<file path="config.mk">
export PLATFORM = sky130hd
export DESIGN_NAME = ppof_top
export DESIGN_NICKNAME = d
export VERILOG_FILES = /design/src/rtl/ppof_pkg.sv /design/src/rtl/ppof_buf.sv /design/src/rtl/ppof_top.sv
export SDC_FILE = /design/constraint.sdc
export NUM_CORES = 1
export LEC_CHECK = 0
export ABC_AREA = 1
export BUFFER_PORTS_ARGS = -buffer_cell sky130_fd_sc_hd__buf_2
export CAP_MARGIN = 20
export CORE_ASPECT_RATIO = 1.75
export CORE_MARGIN = 2
export CORE_UTILIZATION = 50
export DETAILED_ROUTE_END_ITERATION = 8
export GPL_TIMING_DRIVEN = 0
export MAX_ROUTING_LAYER = met4
export PLACE_DENSITY = 0.75
export SYNTH_ARGS = -nofsm -noshare
export SYNTH_HDL_FRONTEND = slang
export SYNTH_SLANG_ARGS = --single-unit
</file>
<file path="constraint.sdc">
create_clock -name clk_i -period 5.8 [get_ports clk_i]
set_input_delay 0.58 -clock clk_i [delete_from_list [all_inputs] [get_ports clk_i]]
set_output_delay 0.58 -clock clk_i [all_outputs]
set_load 0.01 [all_outputs]
</file>
<file path="src/rtl/ppof_pkg.sv">
package ppof_pkg;
  // register bus geometry
  localparam int ADDR_W = 4;
  localparam int DATA_W = 32;
  localparam logic [ADDR_W-1:0] OFS_CTRL = 4'h0;
  localparam logic [ADDR_W-1:0] OFS_STAT = 4'h4;
  localparam logic [DATA_W-1:0] CTRL_RESET = 32'h00000000;
  // control register fields
  localparam int CTRL_MODE_LSB = 0;
  localparam int CTRL_ROT_EN = 2;
  localparam int CTRL_ROT_OPT = 3;
  localparam int CTRL_FMT_LSB = 4;
  localparam int CTRL_DUAL = 7;
  localparam int CTRL_FETCH_EN = 8;
  // status register fields
  localparam int STAT_ROT_OK = 0;
  localparam int STAT_SCALE_OK = 1;
  localparam int STAT_STREAMS_LSB = 2;
  localparam int STAT_FBUSY = 4;
  localparam int STAT_LOCK = 5;
  localparam int STAT_RATE_LSB = 8;
  // panel bus modes
  localparam logic [1:0] MODE_24 = 2'h0;
  localparam logic [1:0] MODE_18 = 2'h1;
  localparam logic [1:0] MODE_16 = 2'h2;
  localparam logic [1:0] MODE_12 = 2'h3;
  // source layouts
  localparam logic [2:0] FMT_AYUV32 = 3'h0;
  localparam logic [2:0] FMT_422PK = 3'h1;
  localparam logic [2:0] FMT_422SP = 3'h2;
  localparam logic [2:0] FMT_422PL = 3'h3;
  localparam logic [2:0] FMT_420SP = 3'h4;
  localparam logic [2:0] FMT_420PL = 3'h5;
  // sustained fetch rates in hundredths of a pixel per cycle
  localparam logic [8:0] RATE_BURST_422 = 9'h0C8;
  localparam logic [8:0] RATE_BURST_420 = 9'h10A;
  localparam logic [8:0] RATE_BURST_DUAL = 9'h190;
  localparam logic [8:0] RATE_ONE = 9'h064;
  localparam logic [8:0] RATE_FIFTH = 9'h014;
  localparam logic [8:0] RATE_0P66 = 9'h042;
  localparam logic [8:0] RATE_0P132 = 9'h00D;
  localparam logic [8:0] RATE_0P5 = 9'h032;
  localparam logic [8:0] RATE_0P1 = 9'h00A;
  localparam logic [8:0] RATE_0P8 = 9'h050;
  localparam logic [8:0] RATE_0P16 = 9'h010;
  localparam logic [8:0] RATE_NONE = 9'h000;
  // fetch sequencer states
  typedef enum logic [2:0] {
    F_IDLE = 3'b001,
    F_BURST = 3'b010,
    F_SINGLE = 3'b100
  } ppof_fstate_e;
endpackage : ppof_pkg

</file>
<file path="src/rtl/ppof_buf.sv">
`timescale 1ns/10ps
module ppof_buf #(
  parameter int W = 24
) (
  // clocking
  input wire logic clk_i,
  input wire logic rst_i,
  input wire logic ce_i,
  // fill side
  input wire logic [W-1:0] in_data_i,
  input wire logic in_valid_i,
  output logic in_ready_o,
  // drain side
  output logic [W-1:0] out_data_o,
  output logic out_valid_o,
  input wire logic out_ready_i
);
  logic [W-1:0] slot [2];
  logic wptr;
  logic rptr;
  logic [1:0] cnt;
  logic push;
  logic pop;
  logic [1:0] next_cnt;

  // handshakes only count while the clock enable is high
  assign push = ce_i && in_valid_i && in_ready_o;
  assign pop = ce_i && out_valid_o && out_ready_i;
  assign out_valid_o = (cnt != 2'h0);
  assign out_data_o = slot[rptr];

  // occupancy after this cycle
  always_comb begin
    next_cnt = cnt;
    if (push && !pop) begin
      next_cnt = cnt + 2'h1;
    end else if (pop && !push) begin
      next_cnt = cnt - 2'h1;
    end
  end

  // pointers, count and registered ready
  always_ff @(posedge clk_i or posedge rst_i) begin
    if (rst_i) begin
      wptr <= 1'b0;
      rptr <= 1'b0;
      cnt <= 2'h0;
      in_ready_o <= 1'b0;
    end else if (ce_i) begin
      if (push) begin
        wptr <= ~wptr;
      end
      if (pop) begin
        rptr <= ~rptr;
      end
      cnt <= next_cnt;
      in_ready_o <= (next_cnt != 2'h2); // ready stays honest one cycle ahead
    end
  end

  // storage, no reset needed on data
  always_ff @(posedge clk_i) begin
    if (push) begin
      slot[wptr] <= in_data_i;
    end
  end
endmodule : ppof_buf

</file>
<file path="src/rtl/ppof_top.sv">
// Behaviour
// - 24-bit mode puts R8 on lines 23-16, G8 15-8, B8 7-0.
// - 18-bit mode puts R6 on lines 17-12, G6 11-6, B6 5-0.
// - 16-bit mode puts R5 on lines 15-11, G6 10-5, B5 4-0.
// - 12-bit mode puts R4 on lines 11-8, G4 7-4, B4 3-0.
// - rotation optimisation keeps the bus lock across consecutive single reads.
// - packed 4:2:2 never rotates but scales; packed alpha YUV does both.
// - semiplanar fetches two streams, planar three; rotation and scaling stay.
// - one port burst rate is 2 px/cycle at 4:2:2, 2.66 at 4:2:0.
// - two ports give 4 burst for semiplanar and planar layouts, 1 optimised, 0.2 normal rotation.
`timescale 1ns/10ps
module ppof_top
  import ppof_pkg::*;
(
  // clocking
  input wire logic clk_i,
  input wire logic rst_i,
  input wire logic ce_i,
  // register port
  input wire logic [ADDR_W-1:0] reg_addr_i,
  input wire logic [DATA_W-1:0] reg_wdata_i,
  input wire logic reg_wr_i,
  input wire logic reg_rd_i,
  output logic [DATA_W-1:0] reg_rdata_o,
  // pixel stream in
  input wire logic [7:0] pix_r_i,
  input wire logic [7:0] pix_g_i,
  input wire logic [7:0] pix_b_i,
  input wire logic pix_valid_i,
  output logic pix_ready_o,
  // panel pins
  output logic [23:0] panel_data_lines_o,
  output logic panel_valid_o,
  input wire logic panel_ready_i,
  // fetch request port
  output logic fetch_req_o,
  output logic [1:0] fetch_stream_o,
  output logic fetch_lock_o,
  output logic fetch_burst_o,
  input wire logic fetch_gnt_i
);
  logic [DATA_W-1:0] ctrl;
  logic [1:0] mode;
  logic [2:0] fmt;
  logic rot_en;
  logic rot_opt;
  logic dual;
  logic fetch_en;
  logic rot_ok;
  logic [1:0] streams;
  logic [8:0] rate;
  logic [2:0] rdy_sync;
  logic rdy_s;
  logic [23:0] bo_data;
  logic bo_valid;
  logic bo_ready;
  logic load;
  logic [23:0] next_lines;
  ppof_fstate_e fstate;
  ppof_fstate_e next_fstate;
  logic [DATA_W-1:0] stat;

  assign mode = ctrl[CTRL_MODE_LSB +: 2];
  assign fmt = ctrl[CTRL_FMT_LSB +: 3];
  assign rot_en = ctrl[CTRL_ROT_EN];
  assign rot_opt = ctrl[CTRL_ROT_OPT];
  assign dual = ctrl[CTRL_DUAL];
  assign fetch_en = ctrl[CTRL_FETCH_EN];

  // packed 4:2:2 has no rotation path at all
  assign rot_ok = (fmt != FMT_422PK);

  // memory streams per layout
  always_comb begin
    unique case (fmt)
      FMT_422SP, FMT_420SP: streams = 2'h2;
      FMT_422PL, FMT_420PL: streams = 2'h3;
      default: streams = 2'h1;
    endcase
  end

  // sustained rate for the selected layout, port count and access mode
  always_comb begin
    rate = RATE_NONE;
    if (!(rot_en && rot_ok)) begin
      unique case (fmt)
        FMT_422SP, FMT_422PL: rate = dual ? RATE_BURST_DUAL : RATE_BURST_422;
        FMT_420SP, FMT_420PL: rate = dual ? RATE_BURST_DUAL : RATE_BURST_420;
        FMT_422PK: rate = RATE_BURST_422;
        default: rate = RATE_ONE;
      endcase
    end else if (dual && streams != 2'h1) begin
      rate = rot_opt ? RATE_ONE : RATE_FIFTH;
    end else begin
      unique case (fmt)
        FMT_422SP, FMT_420PL: rate = rot_opt ? RATE_0P66 : RATE_0P132;
        FMT_422PL: rate = rot_opt ? RATE_0P5 : RATE_0P1;
        FMT_420SP: rate = rot_opt ? RATE_0P8 : RATE_0P16;
        default: rate = rot_opt ? RATE_ONE : RATE_FIFTH;
      endcase
    end
  end

  // control register, written by software
  always_ff @(posedge clk_i or posedge rst_i) begin
    if (rst_i) begin
      ctrl <= CTRL_RESET;
    end else if (ce_i && reg_wr_i && reg_addr_i == OFS_CTRL) begin
      ctrl <= {23'h00000, reg_wdata_i[8:0]};
    end
  end

  // status word, live state except the constant scale bit
  always_comb begin
    stat = 32'h00000000;
    stat[STAT_ROT_OK] = rot_ok;
    stat[STAT_SCALE_OK] = 1'b1; // every layout scales
    stat[STAT_STREAMS_LSB +: 2] = streams;
    stat[STAT_FBUSY] = fetch_req_o;
    stat[STAT_LOCK] = fetch_lock_o;
    stat[STAT_RATE_LSB +: 9] = rate;
  end

  // read data stand one cycle after the strobe only; unmapped reads zero
  always_ff @(posedge clk_i or posedge rst_i) begin
    if (rst_i) begin
      reg_rdata_o <= 32'h00000000;
    end else if (ce_i) begin
      if (reg_rd_i && reg_addr_i == OFS_CTRL) begin
        reg_rdata_o <= ctrl;
      end else if (reg_rd_i && reg_addr_i == OFS_STAT) begin
        reg_rdata_o <= stat;
      end else begin
        reg_rdata_o <= 32'h00000000;
      end
    end
  end

  // panel ready is a pin: three stages, act when the last two agree
  always_ff @(posedge clk_i or posedge rst_i) begin
    if (rst_i) begin
      rdy_sync <= 3'h0;
      rdy_s <= 1'b0;
    end else if (ce_i) begin
      rdy_sync <= {rdy_sync[1:0], panel_ready_i};
      if (rdy_sync[1] == rdy_sync[2]) begin
        rdy_s <= rdy_sync[2];
      end
    end
  end

  // two-entry buffer so a panel stall never drops a pixel
  ppof_buf #(.W(24)) u_buf (
    .clk_i(clk_i),
    .rst_i(rst_i),
    .ce_i(ce_i),
    .in_data_i({pix_r_i, pix_g_i, pix_b_i}),
    .in_valid_i(pix_valid_i),
    .in_ready_o(pix_ready_o),
    .out_data_o(bo_data),
    .out_valid_o(bo_valid),
    .out_ready_i(bo_ready)
  );

  assign bo_ready = rdy_s || !panel_valid_o;
  assign load = ce_i && bo_valid && bo_ready;

  // lane mapping per panel mode; unused lines stay low
  always_comb begin
    next_lines = 24'h000000;
    unique case (mode)
      MODE_24: next_lines = bo_data;
      MODE_18: next_lines[17:0] = {bo_data[23:18], bo_data[15:10], bo_data[7:2]};
      MODE_16: next_lines[15:0] = {bo_data[23:19], bo_data[15:10], bo_data[7:3]};
      MODE_12: next_lines[11:0] = {bo_data[23:20], bo_data[15:12], bo_data[7:4]};
    endcase
  end

  // panel output register; last word holds until the panel takes it
  always_ff @(posedge clk_i or posedge rst_i) begin
    if (rst_i) begin
      panel_data_lines_o <= 24'h000000;
      panel_valid_o <= 1'b0;
    end else if (ce_i) begin
      if (load) begin
        panel_data_lines_o <= next_lines;
        panel_valid_o <= 1'b1;
      end else if (rdy_s) begin
        panel_valid_o <= 1'b0;
      end
    end
  end

  // fetch sequencer: burst unless rotation is active and allowed
  always_comb begin
    next_fstate = fstate;
    unique case (fstate)
      F_IDLE: begin
        if (fetch_en) begin
          next_fstate = (rot_en && rot_ok) ? F_SINGLE : F_BURST;
        end
      end
      F_BURST, F_SINGLE: begin
        if (!fetch_en) begin
          next_fstate = F_IDLE;
        end
      end
      default: next_fstate = F_IDLE;
    endcase
  end

  always_ff @(posedge clk_i or posedge rst_i) begin
    if (rst_i) begin
      fstate <= F_IDLE;
    end else if (ce_i) begin
      fstate <= next_fstate;
    end
  end

  // request outputs; stream index walks Y, then chroma streams
  always_ff @(posedge clk_i or posedge rst_i) begin
    if (rst_i) begin
      fetch_req_o <= 1'b0;
      fetch_stream_o <= 2'h0;
      fetch_lock_o <= 1'b0;
      fetch_burst_o <= 1'b0;
    end else if (ce_i) begin
      fetch_req_o <= (next_fstate != F_IDLE);
      fetch_burst_o <= (next_fstate == F_BURST);
      // lock held through consecutive single reads, not dropped between
      fetch_lock_o <= (next_fstate == F_SINGLE) && rot_opt;
      if (next_fstate == F_IDLE) begin
        fetch_stream_o <= 2'h0;
      end else if (fetch_req_o && fetch_gnt_i) begin
        fetch_stream_o <= (fetch_stream_o + 2'h1 >= streams) ? 2'h0 : fetch_stream_o + 2'h1;
      end
    end
  end

  property p_map24;
    @(posedge clk_i) disable iff (rst_i)
    load && mode == MODE_24 |=> panel_data_lines_o == $past(bo_data);
  endproperty
  a_map24: assert property (p_map24) else $error("24-bit lane map wrong");

  property p_map18;
    @(posedge clk_i) disable iff (rst_i)
    load && mode == MODE_18 |=> panel_data_lines_o[17:12] == $past(bo_data[23:18])
      && panel_data_lines_o[5:0] == $past(bo_data[7:2]);
  endproperty
  a_map18: assert property (p_map18) else $error("18-bit lane map wrong");

  property p_map16;
    @(posedge clk_i) disable iff (rst_i)
    load && mode == MODE_16 |=> panel_data_lines_o[10:5] == $past(bo_data[15:10])
      && panel_data_lines_o[15:11] == $past(bo_data[23:19]);
  endproperty
  a_map16: assert property (p_map16) else $error("16-bit lane map wrong");

  property p_map12;
    @(posedge clk_i) disable iff (rst_i)
    load && mode == MODE_12 |=> panel_data_lines_o[11:8] == $past(bo_data[23:20])
      && panel_data_lines_o[3:0] == $past(bo_data[7:4]);
  endproperty
  a_map12: assert property (p_map12) else $error("12-bit lane map wrong");

  property p_lock;
    @(posedge clk_i) disable iff (rst_i)
    ce_i && fetch_req_o && !fetch_burst_o && rot_opt && fetch_en && $stable(ctrl)
      |=> fetch_lock_o;
  endproperty
  a_lock: assert property (p_lock) else $error("lock released between single reads");

  property p_norot422;
    @(posedge clk_i) disable iff (rst_i)
    fmt == FMT_422PK && fetch_req_o |-> fetch_burst_o && !fetch_lock_o;
  endproperty
  a_norot422: assert property (p_norot422) else $error("packed 4:2:2 rotated");

  property p_streams;
    @(posedge clk_i) disable iff (rst_i)
    ce_i && fetch_req_o && fetch_gnt_i && fetch_stream_o == 2'h1 && streams == 2'h3
      && fetch_en |=> fetch_stream_o == 2'h2;
  endproperty
  a_streams: assert property (p_streams) else $error("planar stream order wrong");

  property p_rate1;
    @(posedge clk_i) disable iff (rst_i)
    !rot_en && !dual && fmt == FMT_420PL |-> rate == RATE_BURST_420;
  endproperty
  a_rate1: assert property (p_rate1) else $error("single-port 4:2:0 rate wrong");

  property p_rate2;
    @(posedge clk_i) disable iff (rst_i)
    dual && rot_en && !rot_opt && streams != 2'h1 |-> rate == RATE_FIFTH;
  endproperty
  a_rate2: assert property (p_rate2) else $error("dual-port rotation rate wrong");

  property p_unused;
    @(posedge clk_i) disable iff (rst_i)
    load && mode == MODE_16 |=> panel_data_lines_o[23:16] == 8'h00;
  endproperty
  a_unused: assert property (p_unused) else $error("unused lines toggled");
endmodule : ppof_top

</file>
Word-level counts from Yosys, hierarchy flattened
Memory sizes are Yosys's and may differ from the RTL's.
Cells that the tools add are included.

operators by class
  reduce and logical (&&, ||, !) cells = 34
  eq/ne operators = 20
  bitwise operators = 2
  mux-type cells = 30
  magnitude comparators = 1
  $add $sub $neg = 3

operators by type and width
  operator                                                                 count
  12-bit one-hot mux with 4 select lines                                   1
  17-bit 2-to-1 mux                                                        2
  7-bit 2-to-1 mux                                                         4
  9-bit one-hot mux with 3 select lines                                    1
  7-bit one-hot mux with 3 select lines                                    1
  9-bit 2-to-1 mux                                                         2
  1-bit logical AND                                                        14
  3-bit by 2-bit equality test with 1-bit output, second input constant    4
  3-bit equality test, second input constant                               4
  6-bit 2-to-1 mux                                                         2
  4-bit one-hot mux with 3 select lines                                    1
  2-bit OR reduction                                                       6
  2-bit 2-to-1 mux                                                         5
  2-bit AND reduction                                                      5
  3-bit by 1-bit equality test with 1-bit output, second input constant    3
  3-bit 2-to-1 mux                                                         3
  8-bit 2-to-1 mux                                                         1
  2-bit one-hot mux with 2 select lines                                    2
  3-bit by 1-bit inequality test with 1-bit output, second input constant  2
  3-bit one-hot mux with 2 select lines                                    1
  2-bit nonzero test                                                       3
  2-bit by 1-bit adder with 2-bit output, second input constant            2
  2-bit equality test, second input constant                               2
  4-bit by 3-bit equality test with 1-bit output, second input constant    1
  other kinds (12)                                                         18

word-level totals
  bits in registers = 83
  output and inout port bits = 63
  memories = 1
  RAM bits = 48

memories
  name        depth  width  rd ports  clocked after memory_dff  wr ports  RTL line        RTL
  u_buf.slot  2      24     1         0                         1         ppof_buf.sv:18  logic [W-1:0] slot [2];

Logic depth before layout (Yosys ltp)
Gate-level depths: netlist of run 1.

  word-level depth = 9
  gate-level depth with buffers = 11
  depth with buffers taken out = 11

Hierarchy
From an unflattened synthesis of run 1, not the netlist that was laid out.

second synthesis, totals
  cell total of the unflattened synthesis = 620
  area, all modules = 5460.2 um^2

modules (own cells, without submodules)
  module    instances  cells each  area an instance (um^2)  seq. area each (um^2)
  ppof_top  1          454         3427.0                   1577.8
  ppof_buf  1          166         2033.2                   1566.5

Worst setup path after synthesis of run 1
No wires, ideal clock.

  path kind = input -> register
  start point = input ce_i
  end point = memory u_buf.slot[0][0], enable pin
  buffers on the path = 1
  cell stages on the path = 3
  slack = 3491 ps
  arrival time = 1904 ps
  path through = buf_4 nand3_1 nor2_1

between the ends
  longest elaborated chain between the ends = 4

ends and longest elaborated chain
  what                                    RTL line        RTL
  start: declaration                      ppof_top.sv:18  input wire logic ce_i,
  1-bit logical AND (2 in series)         ppof_buf.sv:27  assign push = ce_i && in_valid_i && in_ready_o;
  1-bit 2-to-1 mux                        ppof_buf.sv:63  if (push) begin
  1-bit 2-to-1 mux (implied by the code)  ppof_buf.sv:64  slot[wptr] <= in_data_i;
  end: declaration                        ppof_buf.sv:18

Every way passes these cells.

Final worst setup path of run 1
  start point = register ctrl[5]
  end point = register fetch_stream_o[1]

between the ends
  longest elaborated chain between the ends = 8

ends and longest elaborated chain
  what                                              RTL line         RTL
  start: declaration                                ppof_top.sv:42   logic [DATA_W-1:0] ctrl;
  start signal: assignment                          ppof_top.sv:109  ctrl <= {23'h00000, reg_wdata_i[8:0]};
  3-bit by 1-bit inequality test with 1-bit output  ppof_top.sv:71   assign rot_ok = (fmt != FMT_422PK);
  1-bit logical AND                                 ppof_top.sv:200  next_fstate = (rot_en && rot_ok) ? F_SINGLE : F_BURST;
  3-bit 2-to-1 mux                                  ppof_top.sv:200
  3-bit 2-to-1 mux                                  ppof_top.sv:199  if (fetch_en) begin
  3-bit one-hot mux with 2 select lines             ppof_top.sv:197  unique case (fstate)
  3-bit by 1-bit equality test with 1-bit output    ppof_top.sv:232  if (next_fstate == F_IDLE) begin
  2-bit nonzero test (no line)                      n/a
  2-bit AND reduction (no line)                     n/a
  end signal: assignment                            ppof_top.sv:235  fetch_stream_o <= (fetch_stream_o + 2'h1 >= streams) ? 2'h0 : fetch_stream_o + 2'h1;
  end: declaration                                  ppof_top.sv:37   output logic [1:0] fetch_stream_o,

Parallel ways exist; a longest one is shown, timed or not. The select of a mux whose other input is x is not followed.
A chain may end at the register's enable or synchronous reset.

==> key figures, run 1 <==
Outcome
  – Status: finished, final reports clean

CTS
  – # resized after CTS: 0
  – Cts hold-fix bufs: 0
  – Worst-Skew Late Latency: 0.41 ns
  – Post-CTS Setup Inserts: 0
  – Root Buffer: clkbuf_16
  – H-Tree Depth: 4
  – CTS tree: yes
  – CTS buffer count: 17
  – Clock Path Buffers: 2
  – Num Clock Sinks: 116
  – Reg clk slew, reported paths: 0.06 ns

Synthesis
  – Synthesized flop and latch total: 116
  – Synth top area share: 0.310
  – Post-synth EDFFs: 48
  – Syn Std Cell Area: 0.00540 mm2
  – Async set-reset flop share out of synthesis: 0.586
  – Synth Instances: 596
  – Dominant cell type by area after synthesis: dfrtp_1
  – Synth area leaders: dfrtp_1, edfxtp_1, nand2_1, o21ai_0, nor2_1
  – Synth Flop Type: dfrtp_1
  – Count of different cell masters after synthesis: 37
  – Mean Syn Cell Area: 9.06 um2
  – Seq/Total Area, Yosys: 0.582
  – Warnings, synthesis: 0

Worst setup path
  – Reg2Reg Depth: 9
  – R2r startpoint: ctrl[5]$_DFFE_PP0P_
  – Setup CP Type: reg2reg
  – Critical path's largest stage delay: 0.44 ns
  – Crit path DAT: 2.56 ns
  – Worst r2r dst: fetch_stream_o[1]$_DFFE_PP0P_
  – CP endpoint kind: flop
  – Cell chain of the critical path: inv_1, ha_1, nand3b_1, ha_1, o21ai_0, nand2_1, nor2_1, nand4_1, nand2_1
  – CP max FO: 5
  – Worst EP required: 6.14 ns
  – Slowest CP cell: dfrtp_1
  – R2R setup slack: 3.58 ns
  – Startpoint Class: flop

Timing
  – Fin crit period: 2.22 ns
  – Least-Margin Pin Slew: 0.828 ns
  – Max Slew Vio Count: 0
  – Final Hold Fails: 0
  – Setup TNS: 0 ns
  – Achievable Freq: 450 MHz
  – Setup slack after layout: 3.58 ns
  – Final Cycle Share: 0.383
  – # setup viols final: 0
  – RSZ-0062 raised after global routing: no
  – Clock Skew: 0.0158 ns
  – Slew margin rel.: 0.448
  – Smallest hold slack: 0.347 ns

Floorplanning
  – Io pins: 131
  – Die area: 0.0117 mm2
  – Core area: 0.0106 mm2
  – Die W: 82.6 um
  – Initial Util: 0.508
  – Die height: 142 um
  – # rows: 50

Drt
  – Residual DRC: 0
  – Via count: 4474
  – DR vias/cell: 5.17
  – Post-detailed-route count of antenna-violating nets: 0
  – DR pass1 iterations: 5
  – Starting DRC count in detailed routing: 256
  – DR WL/cell: 15.5 um
  – WL final: 13400 um

Power
  – Leakage power: 3.22 nW
  – Overall Power: 0.00310 W
  – Peak VDD IR: 0.357 mV
  – Pwr Density: 465 mW/mm2

Layout
  – Area occupied by multi-input gates: 0.00192 mm2
  – Fill count: 924
  – Register area: 0.00314 mm2
  – Ant. Diodes: 0
  – Area grow syn2layout: 23.3%
  – Layout cells sized above 1: 0.238
  – Nets: 795

Global routing
  – Antenna violations before repair: 0
  – First-pass GRT wire length: 20400 um
  – Largest net degree at the start of global routing: 69
  – GR Util All Layers: 0.244
  – Grt ovf: 0
  – Vias in the first global route: 4345

Flow run
  – Max Cap Viol: 0

Hold path
  – Min-Delay Path Class: in2async

Place
  – GP Congestion: 0.930
  – Pre-CTS setup slack: 3.61 ns
  – Final HPWL DP: 9980 um
  – Port Buffers: 91
-- sequential cells by signal (all words and copies together) (netlist names) --
name	count
reg_rdata_o	17
u_buf.in_ready_o	1
fetch_req_o	1
u_buf.wptr	1
fetch_burst_o	1
ctrl	9
fetch_lock_o	1
panel_valid_o	1
u_buf.cnt	2
fstate	3
u_buf.rptr	1
u_buf.slot	48
rdy_s	1
rdy_sync	3
fetch_stream_o	2
panel_data_lines_o	24
-- cell usage after synthesis, drive strengths merged, types with 2 or more instances --
cell type	instances
a21oi	16
ha	5
nor3	2
o211ai	17
xor2	2
nand3	24
inv	44
o21ai	61
o22ai	2
buf	30
edfxtp	48
nand4	8
nand2	198
nand3b	2
nor2	59
clkbuf	4
dfrtp	67
-- routing by layer --
layer	GRT usage	wire, um	up-vias
li1	-	-	2193
met1	0.228	4750	2085
met2	0.430	7450	148
met3	0.0452	569	48
met4	0.168	659	0
met5	-	0	-
-- layout make-up --
| class | count | area share |
|---|---|---|
| plain buffers | 34 | 0.0336 |
| clock buffers | 25 | 0.0714 |
| clock inverters | 7 | 0.00902 |
| inverters | 45 | 0.0261 |
| multi-input cells | 415 | 0.288 |
| flip-flops and latches | 116 | 0.472 |
| well taps | 130 | 0.0244 |
| repair buffers | 93 | 0.0748 |
-- how the worst max path moves through the flow --
| stage | start | slack [ns] | to | cells past startpoint |
|---|---|---|---|---|
| finish | ctrl[5]$_DFFE_PP0P_ | 3.58 | fetch_stream_o[1]$_DFFE_PP0P_ | 9 |
| global route | ctrl[5]$_DFFE_PP0P_ | 3.44 | fetch_stream_o[1]$_DFFE_PP0P_ | 9 |
| CTS | ctrl[5]$_DFFE_PP0P_ | 3.58 | fetch_stream_o[1]$_DFFE_PP0P_ | 9 |
| detailed placement | ctrl[5]$_DFFE_PP0P_ | 3.61 | fetch_stream_o[0]$_DFFE_PP0P_ | 9 |
| global placement | rst_i | 2.72 | panel_data_lines_o[16]$_DFFE_PP0P_ | 2 |
| floorplan | ce_i | 3.49 | u_buf.slot[0][0]$_DFFE_PP_ | 3 |
-- critical path: cells and delay by family (launching register included) --
| family | cells | cell delay [ns] |
|---|---|---|
| DFF | 1 | 0.44 |
| adders and majority gates | 2 | 0.73 |
| buffers and inverters | 1 | 0.14 |
| and+or+nand+nor | 5 | 0.70 |
| AOI/OAI and AO/OA | 1 | 0.15 |
-- power by group --
part,total (W),leakage (nW),internal (W),switching (W)
clock network,0.000946,0.269,0.000605,0.000341
logic,0.00101,1.66,0.000339,0.000667
registers,0.00114,1.29,0.00104,0.000103
total,0.00310,3.22,0.00198,0.00111
-- cell families after synthesis --
kind of cell | share of synthesized area
XOR/XNOR | 0.00486
buffers and inverters | 0.0732
flip-flops | 0.582
adder cells (fa/ha/maj) | 0.0116
AO/OA/AOI/OAI | 0.103
AND/OR/NAND/NOR | 0.225
other | 0.000694
-- stage by stage --
step,area (um2),utilization,std cells
floorplan,5460,-,610
global placement,6070,0.571,831
detailed placement,6120,0.576,833
CTS,6660,0.626,865
global route,6660,0.626,865
finish,6660,0.626,865
-- layout by cell type (no fill, tap or decap), types with 5 or more instances in the layout --
cell type	instances
clkbuf_1	9
conb_1	15
ha_1	5
inv_2	9
nor2_1	53
dfrtp_1	67
nand2_1	194
buf_2	101
o211ai_1	17
o21ai_1	18
inv_1	33
o21ai_0	42
nand3_1	23
a21oi_1	16
buf_4	18
nand4_1	8
clkbuf_16	17
edfxtp_1	48
clkinv_2	6
Note: power is estimated with default switching activity, not from simulation.
==> inputs of run 2 (changes only) <==
CORE_UTILIZATION = 48   (was 50)
PLACE_DENSITY = 0.76   (was 0.75)
clock period = 2 ns   (was 5.8 ns; I/O delays follow)
==> run 2 against run 1 <==
  * Via count increased by 3.1%
  * Sequential share of layout area fell by 2.6 points
  * Clock skew fell by 0.0083 ns
  * Clock-buffer cell count is 6 lower
  * First-iteration DRC count is 15% lower
  * Design area rose by 5.9%
  * Sequential cell count is the same
  * Utilization is 1.3 points higher
  * Clock power rose to 3.4 times the previous value
  * Cell count is 3.7% higher
  * Setup slack worse by 3.5 ns
  * Largest power group unchanged
  * Highest routed layer unchanged
==> key figures, run 2 (synthesis results as in run 1) <==
Worst setup path
  – Worst EP required: 2.34 ns (-3.80 ns)
  – R2r startpoint: ctrl[5]$_DFFE_PP0P_
  – Worst Setup SP: ctrl[5]$_DFFE_PP0P_
  – CP endpoint kind: flop
  – Crit path DAT: 2.26 ns (-0.30 ns)
  – Startpoint Class: flop
  – Setup CP Type: reg2reg
  – CP max FO: 5 (unchanged)

Global routing
  – Largest net degree at the start of global routing: 37 (-46%)
  – First-pass GRT wire length: 21400 um (+5.0%)
  – Vias in the first global route: 4591 (+5.7%)
  – Antenna violations before repair: 0 (unchanged)
  – Grt ovf: 0 (unchanged)
  – GR Util All Layers: 0.237 (-0.00749)

Timing
  – Smallest hold slack: 0.0175 ns (-0.329 ns)
  – Clock Skew: 0.00757 ns (-0.00828 ns)
  – Max Slew Vio Count: 0 (unchanged)
  – Slew margin rel.: 0.535 (+0.0877)
  – Fin crit period: 1.92 ns (-0.303 ns)
  – Final Hold Fails: 0 (unchanged)
  – Achievable Freq: 521 MHz (+16%)
  – Setup TNS: 0 ns (unchanged)
  – RSZ-0062 raised after global routing: no
  – # setup viols final: 0 (unchanged)
  – Final Cycle Share: 0.961 (+0.577)
  – Setup slack after layout: 0.0789 ns (-3.50 ns)
  – Least-Margin Pin Slew: 0.696 ns (-0.133 ns)

Power
  – P_int: 0.00626 W (+220%)
  – Combinational power share: 0.316 (-0.009)
  – Switching Share: 0.342 (-0.0170)
  – Clock share of power: 0.336 (+0.030)
  – Sequential Power Share: 0.348 (-0.021)
  – Leakage power: 3.38 nW (+4.9%)
  – Pwr Density: 1350 mW/mm2 (+190%)
  – Peak VDD IR: 0.878 mV (+150%)
  – Net Sw Power: 0.00325 W (+190%)

Floorplanning
  – Die W: 84.2 um (+2.0%)
  – Initial Util: 0.489 (-0.0186)
  – Core area: 0.0110 mm2 (+3.8%)
  – Die height: 144 um (+2.0%)
  – # rows: 51 (+2.0%)
  – Die area: 0.0122 mm2 (+4.0%)
  – Io pins: 131 (unchanged)

CTS
  – Num Clock Sinks: 116 (unchanged)
  – CTS tree: yes
  – Root Buffer: clkbuf_16
  – CTS buffer count: 17 (unchanged)
  – Clock Path Buffers: 2 (unchanged)
  – H-Tree Depth: 4 (unchanged)
  – Reg clk slew, reported paths: 0.05 ns (about the same)
  – Worst-Skew Late Latency: 0.40 ns (about the same)

Place
  – Port Buffers: 91 (unchanged)
  – DP Area: 0.00613 mm2 (+0.12%)
  – GP Congestion: 0.932 (+0.18%)
  – Final HPWL DP: 9830 um (-1.5%)
  – Pre-CTS setup slack: -0.156 ns (-3.77 ns)

Drt
  – Residual DRC: 0 (unchanged)
  – DR WL/cell: 15.0 um (-3.0%)
  – DR pass1 iterations: 5 (unchanged)
  – WL final: 13500 um (+0.55%)
  – Post-detailed-route count of antenna-violating nets: 0 (unchanged)
  – Starting DRC count in detailed routing: 218 (-15%)
  – Via count: 4614 (+3.1%)
  – DR vias/cell: 5.14 (-0.55%)

Layout
  – Layout cells sized above 1: 0.237 (-0.00149)
  – Commonest non-fill, non-tap cell in the layout: nand2_1
  – Most frequent cells in the layout: nand2_1, buf_2, dfrtp_1
  – Final instance area: 0.00705 mm2 (+5.9%)
  – Util after Layout: 0.639 (+0.0126)
  – Area occupied by multi-input gates: 0.00193 mm2 (+0.65%)
  – Register area: 0.00315 mm2 (about the same)
  – Largest registers: u_buf.slot (48), panel_data_lines_o (24), reg_rdata_o (17)
  – Fill count: 931 (+0.76%)
  – Ant. Diodes: 0 (unchanged)
  – Most flop-heavy register: u_buf.slot
  – Max FFs per register: 48 (unchanged)
  – Nets: 825 (+3.8%)
  – Area grow syn2layout: 30.5%

Hold path
  – Hold path startpoint: panel_ready_i
  – Min-Delay Path Class: in2reg

Flow run
  – Max Cap Viol: 0 (unchanged)

Outcome
  – Status: finished, final reports clean
[run 2: cell count changes in the layout (fill, tap and decap cells not counted), sizes merged]
cell         change
dlygate4sd3     +26
clkinv           +2
bufinv           +4
buf              +4
clkbuf           -6
[run 2: routing by layer]
| layer | GRT usage | wire length, um | vias to the layer above |
|---|---|---|---|
| met4 | 0.135 | 607 | 0 |
| met5 | - | 0 | - |
| met1 | 0.226 | 4800 | 2152 |
| met3 | 0.0491 | 598 | 46 |
| met2 | 0.436 | 7490 | 147 |
| li1 | - | - | 2269 |
[run 2: worst paths after layout]
| path | end | cells past startpoint | slack [ns] |
|---|---|---|---|
| setup / recovery | fetch_stream_o[1]$_DFFE_PP0P_ | 9 | 0.08 |
| hold / removal | rdy_sync[0]$_DFFE_PP0P_ | 3 | 0.02 |
| setup reg to reg | fetch_stream_o[1]$_DFFE_PP0P_ | 9 | 0.08 |
| hold reg to reg | reg_rdata_o[11]$_DFFE_PP0P_ | 2 | 0.47 |
| max in group asynchronous | ctrl[5]$_DFFE_PP0P_ | 4 | 0.88 |
| min in group asynchronous | fetch_stream_o[0]$_DFFE_PP0P_ | 3 | 0.47 |
[run 2: power groups by stage]
| stage | clock, W | combinational (W) | sequential, W |
|---|---|---|---|
| 2_1_floorplan | 0 | 0.00181 | 0.00341 |
| 3_3_place_gp | 0 | 0.00278 | 0.00332 |
| 3_5_place_dp | 0 | 0.00288 | 0.00334 |
| 4_1_cts | 0.00323 | 0.00297 | 0.00330 |
| 5_1_grt | 0.00334 | 0.00336 | 0.00336 |
| 6_report | 0.00319 | 0.00301 | 0.00331 |
[run 2: worst max-delay path: stages (launching register included)]
cell and delay, ns:
dfrtp_2 0.42, inv_4 0.09, ha_4 0.23, nand3b_1 0.25, ha_1 0.33, o21ai_0 0.16, nand2_1 0.08, nor2_1 0.09
nand4_1 0.10, nand2_1 0.09
[run 2: through the flow]
step                cells  total power (W)
finish                897          0.00951
global route          897           0.0101
CTS                   896          0.00950
detailed placement    836          0.00622
global placement      833          0.00611
floorplan             610          0.00522
[run 2: final cells by class]
type | instances | share of cell area
multi-input combinational | 415 | 0.274
inverter | 45 | 0.0247
clock inverter | 13 | 0.0266
tap | 132 | 0.0234
buffer | 34 | 0.0318
sequential | 116 | 0.446
clock buffer | 19 | 0.0614
timing repair buffer | 123 | 0.112
[run 2: timing repair]
| action | 4_1_cts | 5_1_grt |
|---|---|---|
| setup endpoints to repair | 2 | 2 |
| setup buffers | 2 | 1 |
| resized for setup | 4 | 1 |
| cloned | 0 | 0 |
| hold endpoints to repair | 80 | 0 |
| pin swaps | 0 | 2 |
| hold buffers | 26 | 0 |
